[src/logic/psa_pkg.sv]
package psa_pkg;
  // ==========================================
  // widths
  localparam int unsigned data_addr_width = 16;
  localparam int unsigned prog_addr_width = 24;
  localparam int unsigned prog_word_width = 24;
  localparam int unsigned data_word_width = 16;
  localparam int unsigned page_width = 8;
  localparam int unsigned remap_low_bits = 15;
  // ==========================================
  // register map, byte addresses
  localparam logic [7:0] table_page_off = 8'h00;
  localparam logic [7:0] vis_page_off = 8'h04;
  localparam logic [7:0] core_ctrl_off = 8'h08;
  localparam logic [7:0] status_off = 8'h0c;
  localparam int unsigned remap_en_bit = 2;
  localparam int unsigned config_sel_bit = 7;
  localparam logic [7:0] page_reset = 8'h00;
  // ==========================================
  // access kinds
  typedef enum logic [1:0] {acc_data, acc_table, acc_remap} route_type;
endpackage

[src/logic/prog_fetch_reg.sv]
`timescale 1ns/1ns
module prog_fetch_reg #(
  parameter int unsigned width = 16
) (
  // clock and reset
  input wire logic hclk,
  input wire logic hresetn,
  // capture
  input wire logic load,
  input wire logic [width-1:0] din,
  output logic [width-1:0] dout
);
  // ==========================================
  // registered read data
  always_ff @(posedge hclk or negedge hresetn)
  begin
    if (!hresetn)
      dout <= '0;
    else if (load)
      dout <= din;
  end
endmodule

[src/logic/program_space_address_builder.sv]
// What this block does
// - program words are 24 bits wide; data addresses are 16 bits wide
// - table program address is table page above the full 16-bit address
// - each table page selects one 64K-word region
// - table page top bit selects user (0) or configuration (1) memory
// - remap joins visibility page with low 15 address bits, 23-bit address
// - each visibility page selects one 32K-word page
// - remap forces program address bit 23 low, user memory only
// - remap ignores address bit 15; bit 15 comes from page bit 0
// - remapped reads return only the low 16 bits of the program word
// - remap path is read-only; writes never reach program memory
// - table accesses read and write, reaching every byte incl. upper byte
// - remap only when enable bit set and data address top bit is one
// - remapped read adds one cycle: two program memory fetches
// - remap disabled while a table read or write is in progress
`timescale 1ns/1ns
module program_space_address_builder (
  // clock and reset
  input wire logic hclk,
  input wire logic hresetn,
  // ahb-lite slave
  input wire logic hsel,
  input wire logic [31:0] haddr,
  input wire logic [1:0] htrans,
  input wire logic hwrite,
  input wire logic [2:0] hsize,
  input wire logic [31:0] hwdata,
  input wire logic hready,
  output logic [31:0] hrdata,
  output logic hreadyout,
  output logic hresp,
  // core data access request
  input wire logic acc_valid,
  input wire logic [15:0] acc_addr,
  input wire logic acc_write,
  input wire logic [15:0] acc_wdata,
  input wire logic table_read_op,
  input wire logic table_write_op,
  input wire logic table_high_byte,
  output logic acc_stall,
  output logic acc_done,
  output logic [15:0] acc_rdata,
  // program memory side
  output logic prog_en,
  output logic prog_we,
  output logic [23:0] prog_addr,
  output logic [23:0] prog_wdata,
  output logic [2:0] prog_byte_en,
  output logic prog_config_sel,
  input wire logic [23:0] prog_rdata,
  // data memory side
  output logic data_en,
  output logic data_we,
  output logic [15:0] data_addr,
  output logic [15:0] data_wdata,
  input wire logic [15:0] data_rdata
);
  // ==========================================
  // registers
  logic [7:0] table_page_sel_q;
  logic [7:0] visibility_page_sel_q;
  logic remap_visibility_q;
  logic ap_valid_q;
  logic ap_write_q;
  logic [7:0] ap_addr_q;
  logic table_busy_q;
  logic remap_wait_q;
  logic rd_load;
  logic [15:0] rd_mux;
  logic [15:0] rd_held;
  psa_pkg::route_type route;

  assign hreadyout = 1'b1;
  assign hresp = 1'b0;

  always_ff @(posedge hclk or negedge hresetn)
  begin
    if (!hresetn)
    begin
      ap_valid_q <= 1'b0;
      ap_write_q <= 1'b0;
      ap_addr_q <= 8'h00;
    end
    else if (hready)
    begin
      ap_valid_q <= hsel && htrans[1];
      ap_write_q <= hwrite;
      ap_addr_q <= haddr[7:0];
    end
  end

  // hsize ignored: only whole-word transfers are used
  always_ff @(posedge hclk or negedge hresetn)
  begin
    if (!hresetn)
    begin
      table_page_sel_q <= psa_pkg::page_reset;
      visibility_page_sel_q <= psa_pkg::page_reset;
      remap_visibility_q <= 1'b0;
    end
    else if (ap_valid_q && ap_write_q)
    begin
      case (ap_addr_q)
        psa_pkg::table_page_off: table_page_sel_q <= hwdata[7:0];
        psa_pkg::vis_page_off: visibility_page_sel_q <= hwdata[7:0];
        psa_pkg::core_ctrl_off: remap_visibility_q <= hwdata[psa_pkg::remap_en_bit];
        default: ;
      endcase
    end
  end

  always_comb
  begin
    hrdata = 32'h0000_0000;
    if (ap_valid_q && !ap_write_q)
    begin
      case (ap_addr_q)
        psa_pkg::table_page_off: hrdata = {24'h000000, table_page_sel_q};
        psa_pkg::vis_page_off: hrdata = {24'h000000, visibility_page_sel_q};
        psa_pkg::core_ctrl_off: hrdata[psa_pkg::remap_en_bit] = remap_visibility_q;
        psa_pkg::status_off: hrdata = {30'h0, remap_wait_q, table_busy_q};
        default: hrdata = 32'h0000_0000;
      endcase
    end
  end

  // ==========================================
  // route selection
  logic table_req;
  assign table_req = table_read_op || table_write_op;
  always_comb
  begin
    if (acc_valid && table_req)
      route = psa_pkg::acc_table;
    // table activity masks the remap window
    else if (acc_valid && remap_visibility_q && acc_addr[15] && !table_busy_q)
      route = psa_pkg::acc_remap;
    else
      route = psa_pkg::acc_data;
  end

  // table_busy marks a table op in flight so a following remap is held off
  always_ff @(posedge hclk or negedge hresetn)
  begin
    if (!hresetn)
      table_busy_q <= 1'b0;
    else
      table_busy_q <= acc_valid && table_req;
  end

  // ==========================================
  // remap: two fetches, extra cycle
  always_ff @(posedge hclk or negedge hresetn)
  begin
    if (!hresetn)
      remap_wait_q <= 1'b0;
    else if (remap_wait_q)
      remap_wait_q <= 1'b0;
    else
      remap_wait_q <= (route == psa_pkg::acc_remap) && !acc_write;
  end

  // stall in first remap read cycle; done on the second
  assign acc_stall = (route == psa_pkg::acc_remap) && !acc_write && !remap_wait_q;
  assign acc_done = acc_valid && !acc_stall;

  // ==========================================
  // address formation
  always_comb
  begin
    prog_en = 1'b0;
    prog_we = 1'b0;
    prog_addr = 24'h000000;
    prog_wdata = 24'h000000;
    prog_byte_en = 3'h0;
    prog_config_sel = 1'b0;
    data_en = 1'b0;
    data_we = 1'b0;
    data_addr = acc_addr;
    data_wdata = acc_wdata;
    case (route)
      psa_pkg::acc_table:
      begin
        prog_en = 1'b1;
        prog_addr = {table_page_sel_q, acc_addr};
        prog_config_sel = table_page_sel_q[psa_pkg::config_sel_bit];
        prog_we = table_write_op;
        if (table_high_byte)
        begin
          prog_byte_en = 3'h4;
          prog_wdata = {acc_wdata[7:0], 16'h0000};
        end
        else
        begin
          prog_byte_en = 3'h3;
          prog_wdata = {8'h00, acc_wdata};
        end
      end
      psa_pkg::acc_remap:
      begin
        // remap writes are dropped, never routed anywhere
        prog_en = !acc_write;
        prog_we = 1'b0;
        prog_addr = {1'b0, visibility_page_sel_q, acc_addr[14:0]};
        prog_byte_en = 3'h3;
      end
      psa_pkg::acc_data:
      begin
        data_en = acc_valid;
        data_we = acc_valid && acc_write;
      end
      default: ;
    endcase
  end

  // ==========================================
  // read data return
  always_comb
  begin
    rd_mux = data_rdata;
    if (route == psa_pkg::acc_remap)
      rd_mux = prog_rdata[15:0];
    else if (route == psa_pkg::acc_table && table_high_byte)
      rd_mux = {8'h00, prog_rdata[23:16]};
    else if (route == psa_pkg::acc_table)
      rd_mux = prog_rdata[15:0];
  end
  assign rd_load = acc_done && !acc_write;

  prog_fetch_reg #(
    .width(psa_pkg::data_word_width)
  ) u_rd (
    .hclk(hclk),
    .hresetn(hresetn),
    .load(rd_load),
    .din(rd_mux),
    .dout(rd_held)
  );
  assign acc_rdata = rd_held;

  // ==========================================
  // checks
  a_remap_user_only: assert property (@(posedge hclk) disable iff (!hresetn)
    (route == psa_pkg::acc_remap) |-> !prog_addr[23])
    else $error("remap reached configuration memory");
  a_remap_no_write: assert property (@(posedge hclk) disable iff (!hresetn)
    (route == psa_pkg::acc_remap) |-> !prog_we)
    else $error("remap path wrote program memory");
  a_remap_addr_form: assert property (@(posedge hclk) disable iff (!hresetn)
    (route == psa_pkg::acc_remap && !acc_write)
      |-> prog_addr[22:0] == {visibility_page_sel_q, acc_addr[14:0]})
    else $error("remap address wrong");
  a_table_addr_form: assert property (@(posedge hclk) disable iff (!hresetn)
    (route == psa_pkg::acc_table) |-> prog_addr == {table_page_sel_q, acc_addr})
    else $error("table address wrong");
  a_table_cfg_sel: assert property (@(posedge hclk) disable iff (!hresetn)
    (route == psa_pkg::acc_table)
      |-> prog_config_sel == table_page_sel_q[psa_pkg::config_sel_bit])
    else $error("config select wrong");
  a_remap_gate: assert property (@(posedge hclk) disable iff (!hresetn)
    (route == psa_pkg::acc_remap) |-> remap_visibility_q && acc_addr[15])
    else $error("remap without enable");
  a_remap_after_tbl: assert property (@(posedge hclk) disable iff (!hresetn)
    table_busy_q |-> route != psa_pkg::acc_remap)
    else $error("remap during table op");
  a_remap_extra_cyc: assert property (@(posedge hclk) disable iff (!hresetn)
    acc_stall |=> !acc_stall && (acc_done || !acc_valid))
    else $error("remap stall not one cycle");
  a_remap_rdata: assert property (@(posedge hclk) disable iff (!hresetn)
    (route == psa_pkg::acc_remap && acc_done && !acc_write) |=> acc_rdata == $past(prog_rdata[15:0]))
    else $error("remap read data wrong");
  a_data_route: assert property (@(posedge hclk) disable iff (!hresetn)
    (acc_valid && !acc_addr[15] && !table_req) |-> data_en && !prog_en)
    else $error("low address not to data memory");
  a_table_hi_bytes: assert property (@(posedge hclk) disable iff (!hresetn)
    (route == psa_pkg::acc_table && table_high_byte) |-> prog_byte_en == 3'h4)
    else $error("upper byte lane not selected");
  a_table_hi_data: assert property (@(posedge hclk) disable iff (!hresetn)
    (route == psa_pkg::acc_table && table_high_byte) |-> prog_wdata[23:16] == acc_wdata[7:0])
    else $error("upper byte write data misplaced");
  a_table_lo_data: assert property (@(posedge hclk) disable iff (!hresetn)
    (route == psa_pkg::acc_table && !table_high_byte)
      |-> prog_byte_en == 3'h3 && prog_wdata[15:0] == acc_wdata)
    else $error("low word write lanes wrong");
  a_table_write_en: assert property (@(posedge hclk) disable iff (!hresetn)
    (route == psa_pkg::acc_table) |-> prog_en && prog_we == table_write_op)
    else $error("table write enable wrong");
  a_table_rd_hi: assert property (@(posedge hclk) disable iff (!hresetn)
    (route == psa_pkg::acc_table && table_high_byte && acc_done && !acc_write)
      |=> acc_rdata == {8'h00, $past(prog_rdata[23:16])})
    else $error("upper byte read data wrong");
  a_table_rd_lo: assert property (@(posedge hclk) disable iff (!hresetn)
    (route == psa_pkg::acc_table && !table_high_byte && acc_done && !acc_write)
      |=> acc_rdata == $past(prog_rdata[15:0]))
    else $error("table low word read data wrong");
  a_table_no_data: assert property (@(posedge hclk) disable iff (!hresetn)
    (route == psa_pkg::acc_table) |-> !data_en && !data_we)
    else $error("table access reached data memory");
  a_table_region: assert property (@(posedge hclk) disable iff (!hresetn)
    (route == psa_pkg::acc_table) |-> prog_addr[23:16] == table_page_sel_q)
    else $error("table region not from page");
  a_remap_no_data: assert property (@(posedge hclk) disable iff (!hresetn)
    (route == psa_pkg::acc_remap) |-> !data_en && !data_we)
    else $error("remap access reached data memory");
  a_remap_wr_drop: assert property (@(posedge hclk) disable iff (!hresetn)
    (route == psa_pkg::acc_remap && acc_write) |-> !prog_en && acc_done)
    else $error("remap write not dropped");
  a_remap_page_hi: assert property (@(posedge hclk) disable iff (!hresetn)
    (route == psa_pkg::acc_remap && !acc_write) |-> prog_addr[22:15] == visibility_page_sel_q)
    else $error("remap page field wrong");
  a_remap_page_bit: assert property (@(posedge hclk) disable iff (!hresetn)
    (route == psa_pkg::acc_remap && !acc_write) |-> prog_addr[15] == visibility_page_sel_q[0])
    else $error("remap bit 15 not from page");
  a_remap_cfg_low: assert property (@(posedge hclk) disable iff (!hresetn)
    (route == psa_pkg::acc_remap) |-> !prog_config_sel)
    else $error("remap selected configuration memory");
  a_remap_stall_first: assert property (@(posedge hclk) disable iff (!hresetn)
    (route == psa_pkg::acc_remap && !acc_write && !remap_wait_q) |-> acc_stall && !acc_done)
    else $error("remap read not stalled");
  a_remap_wait_clear: assert property (@(posedge hclk) disable iff (!hresetn)
    remap_wait_q |=> !remap_wait_q)
    else $error("remap wait longer than one cycle");
  a_remap_off_data: assert property (@(posedge hclk) disable iff (!hresetn)
    (acc_valid && !remap_visibility_q && !table_req) |-> data_en && !prog_en)
    else $error("remap while disabled");
  a_table_busy_set: assert property (@(posedge hclk) disable iff (!hresetn)
    (acc_valid && table_req) |=> table_busy_q)
    else $error("table busy not marked");
  a_data_no_prog: assert property (@(posedge hclk) disable iff (!hresetn)
    (route == psa_pkg::acc_data) |-> !prog_en && !prog_we)
    else $error("data access reached program memory");
  a_data_pass: assert property (@(posedge hclk) disable iff (!hresetn)
    data_en |-> data_addr == acc_addr && data_wdata == acc_wdata)
    else $error("data request altered");
  a_idle_quiet: assert property (@(posedge hclk) disable iff (!hresetn)
    !acc_valid |-> !prog_en && !data_en && !acc_done)
    else $error("memory request without access");
  a_table_page_wr: assert property (@(posedge hclk) disable iff (!hresetn)
    (ap_valid_q && ap_write_q && ap_addr_q == psa_pkg::table_page_off)
      |=> table_page_sel_q == $past(hwdata[7:0]))
    else $error("table page write lost");
  a_vis_page_wr: assert property (@(posedge hclk) disable iff (!hresetn)
    (ap_valid_q && ap_write_q && ap_addr_q == psa_pkg::vis_page_off)
      |=> visibility_page_sel_q == $past(hwdata[7:0]))
    else $error("visibility page write lost");
  a_remap_en_wr: assert property (@(posedge hclk) disable iff (!hresetn)
    (ap_valid_q && ap_write_q && ap_addr_q == psa_pkg::core_ctrl_off)
      |=> remap_visibility_q == $past(hwdata[psa_pkg::remap_en_bit]))
    else $error("remap enable write lost");
endmodule

[config.mk]
export PLATFORM = sky130hd
export DESIGN_NAME = program_space_address_builder
export DESIGN_NICKNAME = d
export VERILOG_FILES = /design/src/logic/psa_pkg.sv /design/src/logic/prog_fetch_reg.sv /design/src/logic/program_space_address_builder.sv
export SDC_FILE = /design/constraint.sdc
export NUM_CORES = 1
export LEC_CHECK = 0
export ABC_AREA = 1
export BUFFER_PORTS_ARGS = -buffer_cell sky130_fd_sc_hd__buf_2
export CAP_MARGIN = 10
export CORE_AREA = 2 2 112 114
export DETAILED_ROUTE_END_ITERATION = 12
export DIE_AREA = 0 0 114 116
export HOLD_SLACK_MARGIN = 0.03
export PLACE_DENSITY = 0.65
export SYNTH_ARGS = -nofsm -noshare
export SYNTH_HDL_FRONTEND = slang
export SYNTH_SLANG_ARGS = --single-unit
[constraint.sdc]
create_clock -name hclk -period 2.1 [get_ports hclk]
set_clock_uncertainty 0.2 [all_clocks]
set_input_delay 0 -clock hclk [delete_from_list [all_inputs] [get_ports hclk]]
set_output_delay 0 -clock hclk [all_outputs]
set_load 0.05 [all_outputs]
==> results of run 1 <==
-- per-stage QoR --
stage	hold WS [ns]	utilization	worst slack, ns	total power [mW]	std cells
6_report	-0.03238	0.4516	0.07999	3.312	908
5_1_grt	0.05401	0.4514	-0.01614	3.479	907
4_1_cts	0.04844	0.4430	0.03040	3.314	898
3_5_place_dp	-0.1665	0.3629	0.3160	2.315	811
3_3_place_gp	-0.1686	0.3629	0.3143	2.307	811
2_1_floorplan	-0.4956	-	0.06097	2.065	522
-- timing repair --
action / CTS / global route
setup endpoints to repair: 4 / 14
gates resized for setup: 1 / 10
setup buffers: 0 / 10
hold buffers: 79 / 1
pin swaps: 0 / 3
gates cloned: 0 / 1
endpoints found under the hold margin: 89 / 1
-- logic make-up after synthesis --
family | Yosys count | synth area share
and+or+nand+nor | 259 | 0.3338
buffers and inverters | 145 | 0.2445
DFF | 45 | 0.3189
AOI/OAI and AO/OA | 42 | 0.08469
muxes | 5 | 0.01595
other | 2 | 0.002127
-- worst max-delay path, cell delays in order (launching register included) --
cell and delay [ns]:
dfrtp_1 0.39, nor2_2 0.17, nand3_4 0.17, nor3_4 0.27, nand2_1 0.08, a21oi_1 0.16, buf_2 0.29
-- worst max path at each step --
stage | startpoint | to | slack, ns | cells after the start
floorplan | remap_visibility_q | data_we | 0.06 | 4
global placement | table_busy_q | u_rd.dout[9] | 0.31 | 7
detailed placement | ap_addr_q[1] | hrdata[6] | 0.32 | 6
CTS | prog_rdata[22] | u_rd.dout[6] | 0.03 | 10
global route | ap_addr_q[5] | hrdata[0] | -0.02 | 8
finish | ap_addr_q[5] | hrdata[7] | 0.08 | 6
-- per-layer routing --
| metal | track usage | share of wire | up-vias | routed length (um) |
|---|---|---|---|---|
| li1 | - | - | 1959 | - |
| met1 | 0.1977 | 0.39 | 1765 | 4775 |
| met5 | 0 | 0 | - | 0 |
| met4 | 0.02927 | 0.0054 | 0 | 66 |
| met3 | 0.05805 | 0.10 | 9 | 1223 |
| met2 | 0.3286 | 0.50 | 210 | 6126 |
-- power by group --
group / switching [mW] / leakage, nW / internal (mW)
Sequential: 0.0630 / 0.499 / 0.962
Combinational: 1.01 / 2.55 / 0.427
Clock: 0.365 / 0.0775 / 0.481
-- sequential cells by signal, indices dropped and copies added (netlist names) --
signal and cells:
ap_write_q 1, visibility_page_sel_q 8, table_busy_q 1, ap_valid_q 1
u_rd.dout 16, ap_addr_q 8, remap_visibility_q 1, table_page_sel_q 8
remap_wait_q 1
-- cell usage in the layout, fill, tap and decap left out, types with 9 or more instances in the layout --
cell type      synthesis  final
buf_4                 63     16
dfrtp_1               45     45
o21ai_2               20     20
nand2_2                8      9
conb_1                 2     26
nand3_1               43     43
o21ai_0               11     11
nand2_1              147    146
inv_1                 65     64
nor2_1                44     44
buf_2                  4    208
dlygate4sd3_1          0     77
-- cell type report --
cell class                      instances  share of cell area
Antenna cell                            1           0.0004652
Clock inverter                          2            0.003257
Inverter                               68             0.04745
Tap cell                              147             0.03419
Sequential cell                        45              0.2094
Timing Repair Buffer                  306              0.3685
Multi-Input combinational cell        333              0.3110
Clock buffer                            6             0.02582
==> summary.md, run 1 <==
| Metric | Value |
|---|---|
| Setup violators final | 0 |
| Critical path data arrival time | 1.82 ns |
| Normalized max-slew margin | 0.6013 |
| Core area | about 0.012 mm2 |
| Status | complete, but fails checks |
| Clk pin slew, worst setup/hold paths | 0.07 ns |
| Slew Viols, Final | 0 |
| Top-area cell type share of the netlist area | 0.3189 |
| Hold Crit Class | input port to flop |
| Leak | 3.126 nW |
| CTS buffer count | 5 |
| Top cells by count, synth | nand2_1 (147), inv_1 (65), buf_4 (63), dfrtp_1 (45), nor2_1 (44) |
| Sequential area share after synthesis | 0.3189 |
| WL final | 12190 um |
| DRT iter0 DRCs | 172 |
| Fraction of layout cells with a size suffix above 1 | 0.3855 |
| Final hold violations | 1 |
| Hold Crit Endpoint | u_rd.dout[5] |
| Beginning of the worst hold path | prog_rdata[5] |
| Post-synth EDFFs | 0 |
| Final antenna-violating net count | 0 |
| Startpoint type of the worst setup path | flop |
| Multi-input logic area | 0.001673 mm2 |
| Remaining DRCs | 0 |
| Crit Path Max Fanout | 7 |
| PortBufs | 212 |
| DR vias | just under 4000 |
| Initial Utilization | 0.2964 |
| # fillers | around 1200 |
| Synth Warn # | 0 |
| Max-cap violations | 0 |
| Yosys top cell by area | dfrtp_1 |
| CP endpoint kind | output pin |
| Max IR drop VDD | 0.0003332 V |
| Max Fclk | 0.4950 GHz |
| Hpwl dp | 8785 um |
| Final RePlAce weighted congestion | 0.8190 |
| CTS H-Tree Depth | 2 |
| Initial antenna violation count | 1 |
| Per-cell routed wire length | between 10 and 15 um |
| Syn Area/Cell | between 7 and 8 um2 |
| Global-route wire length before repair | around 18000 um |
| Kind of critical path | flop to output pin |
| Period utilization | 0.9619 |
| Finished Cell Area | 0.005379 mm2 |
| Sum Neg Setup Slack | 0 ns |
| Vias in the first global route | 3695 |
| CTS tree | yes |
| Post-synthesis async set-or-reset flop share | 1.000 |
| Root Driver | clkbuf_16 |
| Gr usage total | 0.1758 |
| Synth cell types | 29 |
| Cell Area, Synth | 0.003531 mm2 |
| Top FF cell, synth | dfrtp_1 |
| CTS sink count | 45 |
| Synthesized flop and latch total | 45 |
| FP Rows | 40 |
| Cells after Synth | 498 |
| Worst r2r src | remap_visibility_q |
| Total die area | about 0.013 mm2 |
| Die Ht | 116 um |
| Clk_lat worst skew | slightly below 0.3 ns |
| Smallest hold slack | -0.03238 ns |
| GR Overflow Total | 0 |
| R2R depth | 6 |
| Die width | between 100 and 150 um |
| Post-DP Area | roughly 0.0043 mm2 |
| Final nets | 910 |
| Reg area | 0.001126 mm2 |
| Fin crit period | 2.020 ns |
| Worst-margin pin slew | around 0.60 ns |
| DR pass1 iterations | 4 |
| CTS Buffer Depth | 2 |
| Failing checks | negative hold slack |
| Critical path required time | 1.90 ns |
| Synth area leaders | dfrtp_1 (32%), nand2_1 (16%), buf_4 (13%) |
| Routed vias/inst | 4.343 |
| FF-to-FF End | u_rd.dout[13] |
| Largest net degree at the start of global routing | 25 |
| Io pins | 291 |
| Pwr per Cell Area | 615.6 mW/mm2 |
| Hold depth | 7 |
| Top-count cell post-synth | nand2_1 |
| R2r setup slk | 0.11 ns |
| Area delta synth->final | 52.34% |
(Power assumes the default switching activity.)
==> run 2, diff against run 1 <==
- CELL_PAD_IN_SITES_DETAIL_PLACEMENT: default -> 0
- CELL_PAD_IN_SITES_GLOBAL_PLACEMENT: default -> 1
- CORE_AREA: 2 2 112 114 -> default
- CORE_ASPECT_RATIO: default -> 0.8
- CORE_UTILIZATION: default -> 25
- DIE_AREA: 0 0 114 116 -> default
- PLACE_DENSITY: 0.65 -> 0.84
==> run 2 against run 1 <==
The flow now finishes without violations. Critical path type unchanged. Core utilization fell by 5.2 points. Clock-buffer cell count fell by 1. Routed wire length decreased by 6.9%. Sequential power about the same. Register-to-register slack improved by 0.02 ns. Non-clock buffer count up 5. Clock power rose by 12%. Combinational power barely moved. Fmax is 2.0% higher. Critical endpoint is now hrdata[3]. Die area grew 10%. Total power up 2.5%. Setup slack improved by 0.039 ns.
==> summary.md, run 2 (synthesized netlist as in run 1, its figures left out) <==
| Metric | Value |
|---|---|
| Status | complete, no violations |
| Most used cell, CP | nand2_1 |
| Startpoint type of the worst setup path | flop |
| Critical Path End | hrdata[3] |
| CTS sink count | 45 |
| Clk_lat worst skew | approximately 0.30 ns |
| Leak | 3.156 nW |
| Crit Path Max Fanout | 5 |
| Clk pin slew, worst setup/hold paths | 0.07 ns |
| Total die area | 0.01461 mm2 |
| Number of flip-flops in the largest register | 16 |
| Most frequent cells in the layout | buf_2 (206), nand2_1 (147), dlygate4sd3_1 (83) |
| Initial antenna violation count | 0 |
| ANT cells | 0 |
| Final antenna-violating net count | 0 |
| Vias in the first global route | 3485 |
| # fillers | 1462 |
| DP Worst Slack | ~0.26 ns |
| DRT iter0 DRCs | 176 |
| Max-cap violations | 0 |
| Slew Viols, Final | 0 |
| Kind of critical path | flop to output pin |
| Per-cell routed wire length | 12.02 um |
| CP Buf/Inv Count | 1 |
| GR Overflow Total | 0 |
| WL final | 11350 um |
| Critical path data arrival time | around 1.8 ns |
| CTS Buffer Depth | 2 |
| Period utilization | 0.9431 |
| CTS buffer count | 5 |
| Area delta synth->final | 55.14% |
| Critical path required time | 1.90 ns |
| Max IR drop VDD | 0.0003357 V |
| Total power | roughly 3.4 mW |
| Gr usage total | 0.1539 |
| Smallest hold slack | 0.02334 ns |
| R2R depth | 10 |
| Sum Neg Setup Slack | 0 ns |
| Pwr per Cell Area | 619.9 mW/mm2 |
| CP top delay family | simple AND/OR/NAND/NOR gates |
| FP Rows | 38 |
| CP max stage cell | dfrtp_1 |
| Worst r2r src | table_busy_q |
| Remaining DRCs | 0 |
| Crit path largest cell delay | 0.40 ns |
| R2r setup slk | 0.13 ns |
| Final core utilization | 0.4000 |
| Die width | approximately 130 um |
| Routed vias/inst | 4.015 |
| CP Launch Point | ap_addr_q[0] |
| Leading cell type in the layout, fill and taps excluded | buf_2 |
| Most flop-heavy register | u_rd.dout |
| Setup violators final | 0 |
| Fraction of layout cells with a size suffix above 1 | 0.3783 |
| Max Fclk | approximately 0.50 GHz |
| Hold Crit Class | input port to asynchronous set/reset pin |
| FF-to-FF End | u_rd.dout[6] |
| Core area | 0.01369 mm2 |
| Normalized max-slew margin | 0.6291 |
| Io pins | 291 |
| Cell Chain, Critical Path | nor2_4 > nand2_1 > nor3_4 > nand2_1 > a21oi_1 > buf_2 |
| PortBufs | about 210 |
| Global-route wire length before repair | 17530 um |
| Largest net degree at the start of global routing | 25 |
| Initial Utilization | 0.2579 |
| Critical path depth in cells | 6 |
| Hpwl dp | 8270 um |
| Final nets | 914 |
| Final WS setup | between 0.1 and 0.15 ns |
| CTS tree | yes |
| Die Ht | 108.3 um |
| Worst-margin pin slew | around 0.56 ns |
| Fin crit period | 1.981 ns |
| CP endpoint kind | output pin |
| CTS H-Tree Depth | 2 |
| Root Driver | clkbuf_16 |
| Final hold violations | 0 |
| DR pass1 iterations | 4 |
| Final RePlAce weighted congestion | 0.7728 |
| DR vias | 3790 |
-- run 2: timing repair --
action | CTS | global route
setup buffers | 1 | 8
pin swaps | 1 | 4
hold buffers | 83 | 0
gates resized for setup | 2 | 12
endpoints found under the hold margin | 90 | 0
setup endpoints to repair | 22 | 27
-- run 2: cell type report --
cell class | instances | area [um2] | area share
Timing Repair Buffer | 311 | 2039 | 0.3723
Multi-Input combinational cell | 332 | 1659 | 0.3029
Sequential cell | 45 | 1126 | 0.2056
Inverter | 68 | 255.2 | 0.04660
Tap cell | 180 | 225.2 | 0.04111
Clock buffer | 5 | 125.1 | 0.02284
Clock inverter | 3 | 47.55 | 0.008680
-- run 2: where the power goes --
group	leakage (nW)	switching (mW)	total [mW]	internal (mW)
clock	0.0848	0.375	0.946	0.571
combinational	2.57	1.00	1.42	0.420
sequential	0.499	0.0679	1.03	0.961
-- run 2: how the worst min path moves through the flow --
stage / start / endpoint / slack [ns] / depth (start not counted)
after floorplan: hresetn / ap_addr_q[0] / -0.50 / 0
after global placement: hresetn / table_page_sel_q[4] / -0.17 / 1
after detailed placement: hresetn / table_page_sel_q[4] / -0.17 / 1
after CTS: hresetn / visibility_page_sel_q[1] / 0.04 / 2
after global routing: hresetn / table_page_sel_q[4] / 0.08 / 2
final: hresetn / visibility_page_sel_q[5] / 0.02 / 2
-- run 2: metal layers --
| metal | share of wire | vias to the layer above | global-route usage |
|---|---|---|---|
| met1 | 0.47 | 1689 | 0.2074 |
| met4 | 0.017 | 0 | 0.04254 |
| met2 | 0.47 | 124 | 0.2566 |
| li1 | - | 1964 | - |
| met5 | 0 | - | 0 |
| met3 | 0.042 | 13 | 0.02157 |
-- run 2: through the flow --
stage | area, um2 | std cells
floorplan | 3621 | 522
global placement | 4352 | 844
detailed placement | 4352 | 844
CTS | 5390 | 936
global route | 5478 | 944
finish | 5478 | 944
==> run 3, diff against run 2 <==
- ABC_AREA: 1 -> default
- CORE_UTILIZATION: 25 -> 24
- PLACE_DENSITY: 0.84 -> 0.83
==> run 3 against run 2 <==
Setup slack worse by 0.12 ns. Total power is 8.9% lower. Combinational power is 15% lower. Synthesized cell count is 34% lower. Clock-buffer cell count is 1 higher. First-iteration DRC count is 38% lower. Critical endpoint is now hrdata[5]. Critical path type unchanged. Sequential power is 3% lower.
==> summary.md, run 3 <==
| Metric | Value |
|---|---|
| CP Buf/Inv Count | 1 |
| Vias in the first global route | 3157 |
| Total power | 3.094 mW |
| CTS Buffer Depth | 2 |
| Critical path data arrival time | 1.90 ns |
| CP endpoint kind | output pin |
| Synth Warn # | 0 |
| Yosys top cell by area | dfrtp_1 |
| Setup violators final | 0 |
| Reg area | around 0.0011 mm2 |
| Placed cell count | 674 |
| Core area | 0.01221 mm2 |
| Clk pin slew, worst setup/hold paths | around 0.07 ns |
| Die Ht | 102.2 um |
| Die width | 127.2 um |
| Post-synthesis async set-or-reset flop share | 1.000 |
| Startpoint type of the worst setup path | flop |
| Final core utilization | 0.4180 |
| PortBufs | 212 |
| Leading cell type in the layout, fill and taps excluded | buf_2 |
| Synth area leaders | dfrtp_1 (37%), buf_4 (15%), mux2_2 (9.0%) |
| Normalized max-slew margin | 0.4203 |
| CTS sink count | 45 |
| Post-synth EDFFs | 0 |
| Synthesized flop and latch total | 45 |
| Gr usage total | 0.1534 |
| Pwr per Cell Area | roughly 600 mW/mm2 |
| Sum Neg Setup Slack | 0 ns |
| Top FF cell, synth | dfrtp_1 |
| Final WS setup | 0.002941 ns |
| Status | complete, no violations |
| Initial antenna violation count | 1 |
| Clk_lat worst skew | 0.28 ns |
| Leak | 2.589 nW |
| RSZ-0062 raised after global routing | true |
| FP Rows | 36 |
| Most frequent cells in the layout | buf_2 (188), dlygate4sd3_1 (73), dfrtp_1 (45) |
| Area delta synth->final | 69.56% |
| DR vias | 3246 |
| Cell Area, Synth | ~0.003 mm2 |
| DR pass1 iterations | 4 |
| Fin crit period | 2.097 ns |
| Per-cell routed wire length | 13.85 um |
| CTS tree | yes |
| WL final | 10570 um |
| Total die area | about 0.013 mm2 |
| Initial Utilization | 0.2465 |
| Remaining DRCs | 0 |
| Period utilization | 0.9986 |
| Final nets | 741 |
| Routed vias/inst | approximately 4.3 |
| Hpwl dp | around 7300 um |
| Finished Cell Area | 0.005102 mm2 |
| Max Fclk | roughly 0.48 GHz |
| Most flop-heavy register | u_rd.dout |
| Synth cell types | 35 |
| Crit path largest cell delay | 0.49 ns |
| Sequential area share after synthesis | 0.3742 |
| Top cells by count, synth | buf_4 (61), dfrtp_1 (45), and2_1 (41), nor2_1 (31), mux2_2 (24) |
| Fraction of layout cells with a size suffix above 1 | 0.4738 |
| Post-DP Area | 0.004033 mm2 |
| CP top delay family | simple AND/OR/NAND/NOR gates |
| DP Worst Slack | 0.06151 ns |
| Cells after Synth | 327 |
| Io pins | about 290 |
| Top-count cell post-synth | buf_4 |
| Global-route wire length before repair | ~15000 um |
| Worst-margin pin slew | 0.8696 ns |
| Slew Viols, Final | 0 |
| Largest net degree at the start of global routing | 37 |
| DRT iter0 DRCs | 110 |
| Multi-input logic area | between 0.001 and 0.0015 mm2 |
| Top-area cell type share of the netlist area | 0.3742 |
| CTS H-Tree Depth | 2 |
| Max-cap violations | 0 |
| Max IR drop VDD | about 0.00036 V |
| Critical path required time | 1.90 ns |
| Number of flip-flops in the largest register | 16 |
| Syn Area/Cell | between 9 and 10 um2 |
| Smallest hold slack | 0.06949 ns |
| Hold Crit Class | input port to flop |
| Finished Layout Cells | 763 |
| # fillers | 1186 |
| Cell Chain, Critical Path | nor4_2 > nand2_2 > or4_4 > nor2_1 > buf_6 |
| CP max stage cell | or4_4 |
| Crit Path Max Fanout | 5 |
| Final hold violations | 0 |
| Kind of critical path | flop to output pin |
| CTS buffer count | 5 |
| Final antenna-violating net count | 0 |
| Root Driver | clkbuf_16 |
| Final RePlAce weighted congestion | roughly 0.79 |
| GR Overflow Total | 0 |
## run 3: cell types whose count changed after synthesis, sizes merged, moves of 9 or more
cell    change
mux2       +20
nor2       -21
a211oi      +9
and2       +41
a31oi      +12
a21oi      +12
o21ai      -32
nand3      -44
nand2     -137
buf        -10
inv        -65
## run 3: tightest hold or removal path: stages
cell	delay [ns]
buf_2	0.14
nand2_1	0.14
clkinv_1	0.20
## run 3: routing by layer
| metal | vias to the layer above | global-route usage | part of all wire |
|---|---|---|---|
| met3 | 19 | 0.02199 | 0.048 |
| li1 | 1565 | - | - |
| met4 | 0 | 0.06410 | 0.026 |
| met5 | - | 0 | 0 |
| met1 | 1515 | 0.1809 | 0.42 |
| met2 | 147 | 0.2823 | 0.51 |
## run 3: cell type report
type | count | share of cell area
tap | 171 | 0.04193
clock inverter | 2 | 0.007602
sequential | 45 | 0.2207
timing repair buffer | 307 | 0.4076
inverter | 4 | 0.002943
clock buffer | 6 | 0.02526
antenna | 1 | 0.0004904
multi-input combinational | 227 | 0.2935
## run 3: path summary, 6_finish.rpt
check / slack (ns) / from / end / cells past startpoint
worst max register to register: 0.09 / ap_addr_q[6] / table_page_sel_q[6] / 6
worst max-delay path: 0.003 / ap_addr_q[6] / hrdata[5] / 5
worst min-delay path: 0.07 / acc_valid / table_busy_q / 3
min in group asynchronous: 0.18 / hresetn / visibility_page_sel_q[4] / 2
max in group asynchronous: 0.83 / hresetn / u_rd.dout[1] / 3
worst min register to register: 0.32 / visibility_page_sel_q[6] / visibility_page_sel_q[6] / 1
## run 3: cells by family (layout without fill, tap and decap cells)
kind of cell | Yosys count | after routing | share of synthesized area
buffers and inverters | 79 | 319 | 0.1751
other | 2 | 27 | 0.002496
DFF | 45 | 45 | 0.3742
AOI/OAI and AO/OA | 60 | 60 | 0.1331
muxes | 33 | 33 | 0.1202
and+or+nand+nor | 108 | 108 | 0.1950
## run 3: timing repair
item | CTS | global route
pin swaps | 3 | 1
resized for setup | 25 | 19
setup endpoints to repair | 24 | 48
cloned | 0 | 1
buffers inserted | 4 | 2
hold endpoints to repair | 79 | 0
hold buffers | 73 | 0
## run 3: where the power goes
group          total, mW  switching (mW)  internal (mW)
logic               1.20           0.820          0.383
clock network      0.897           0.333          0.564
registers          0.994          0.0491          0.944
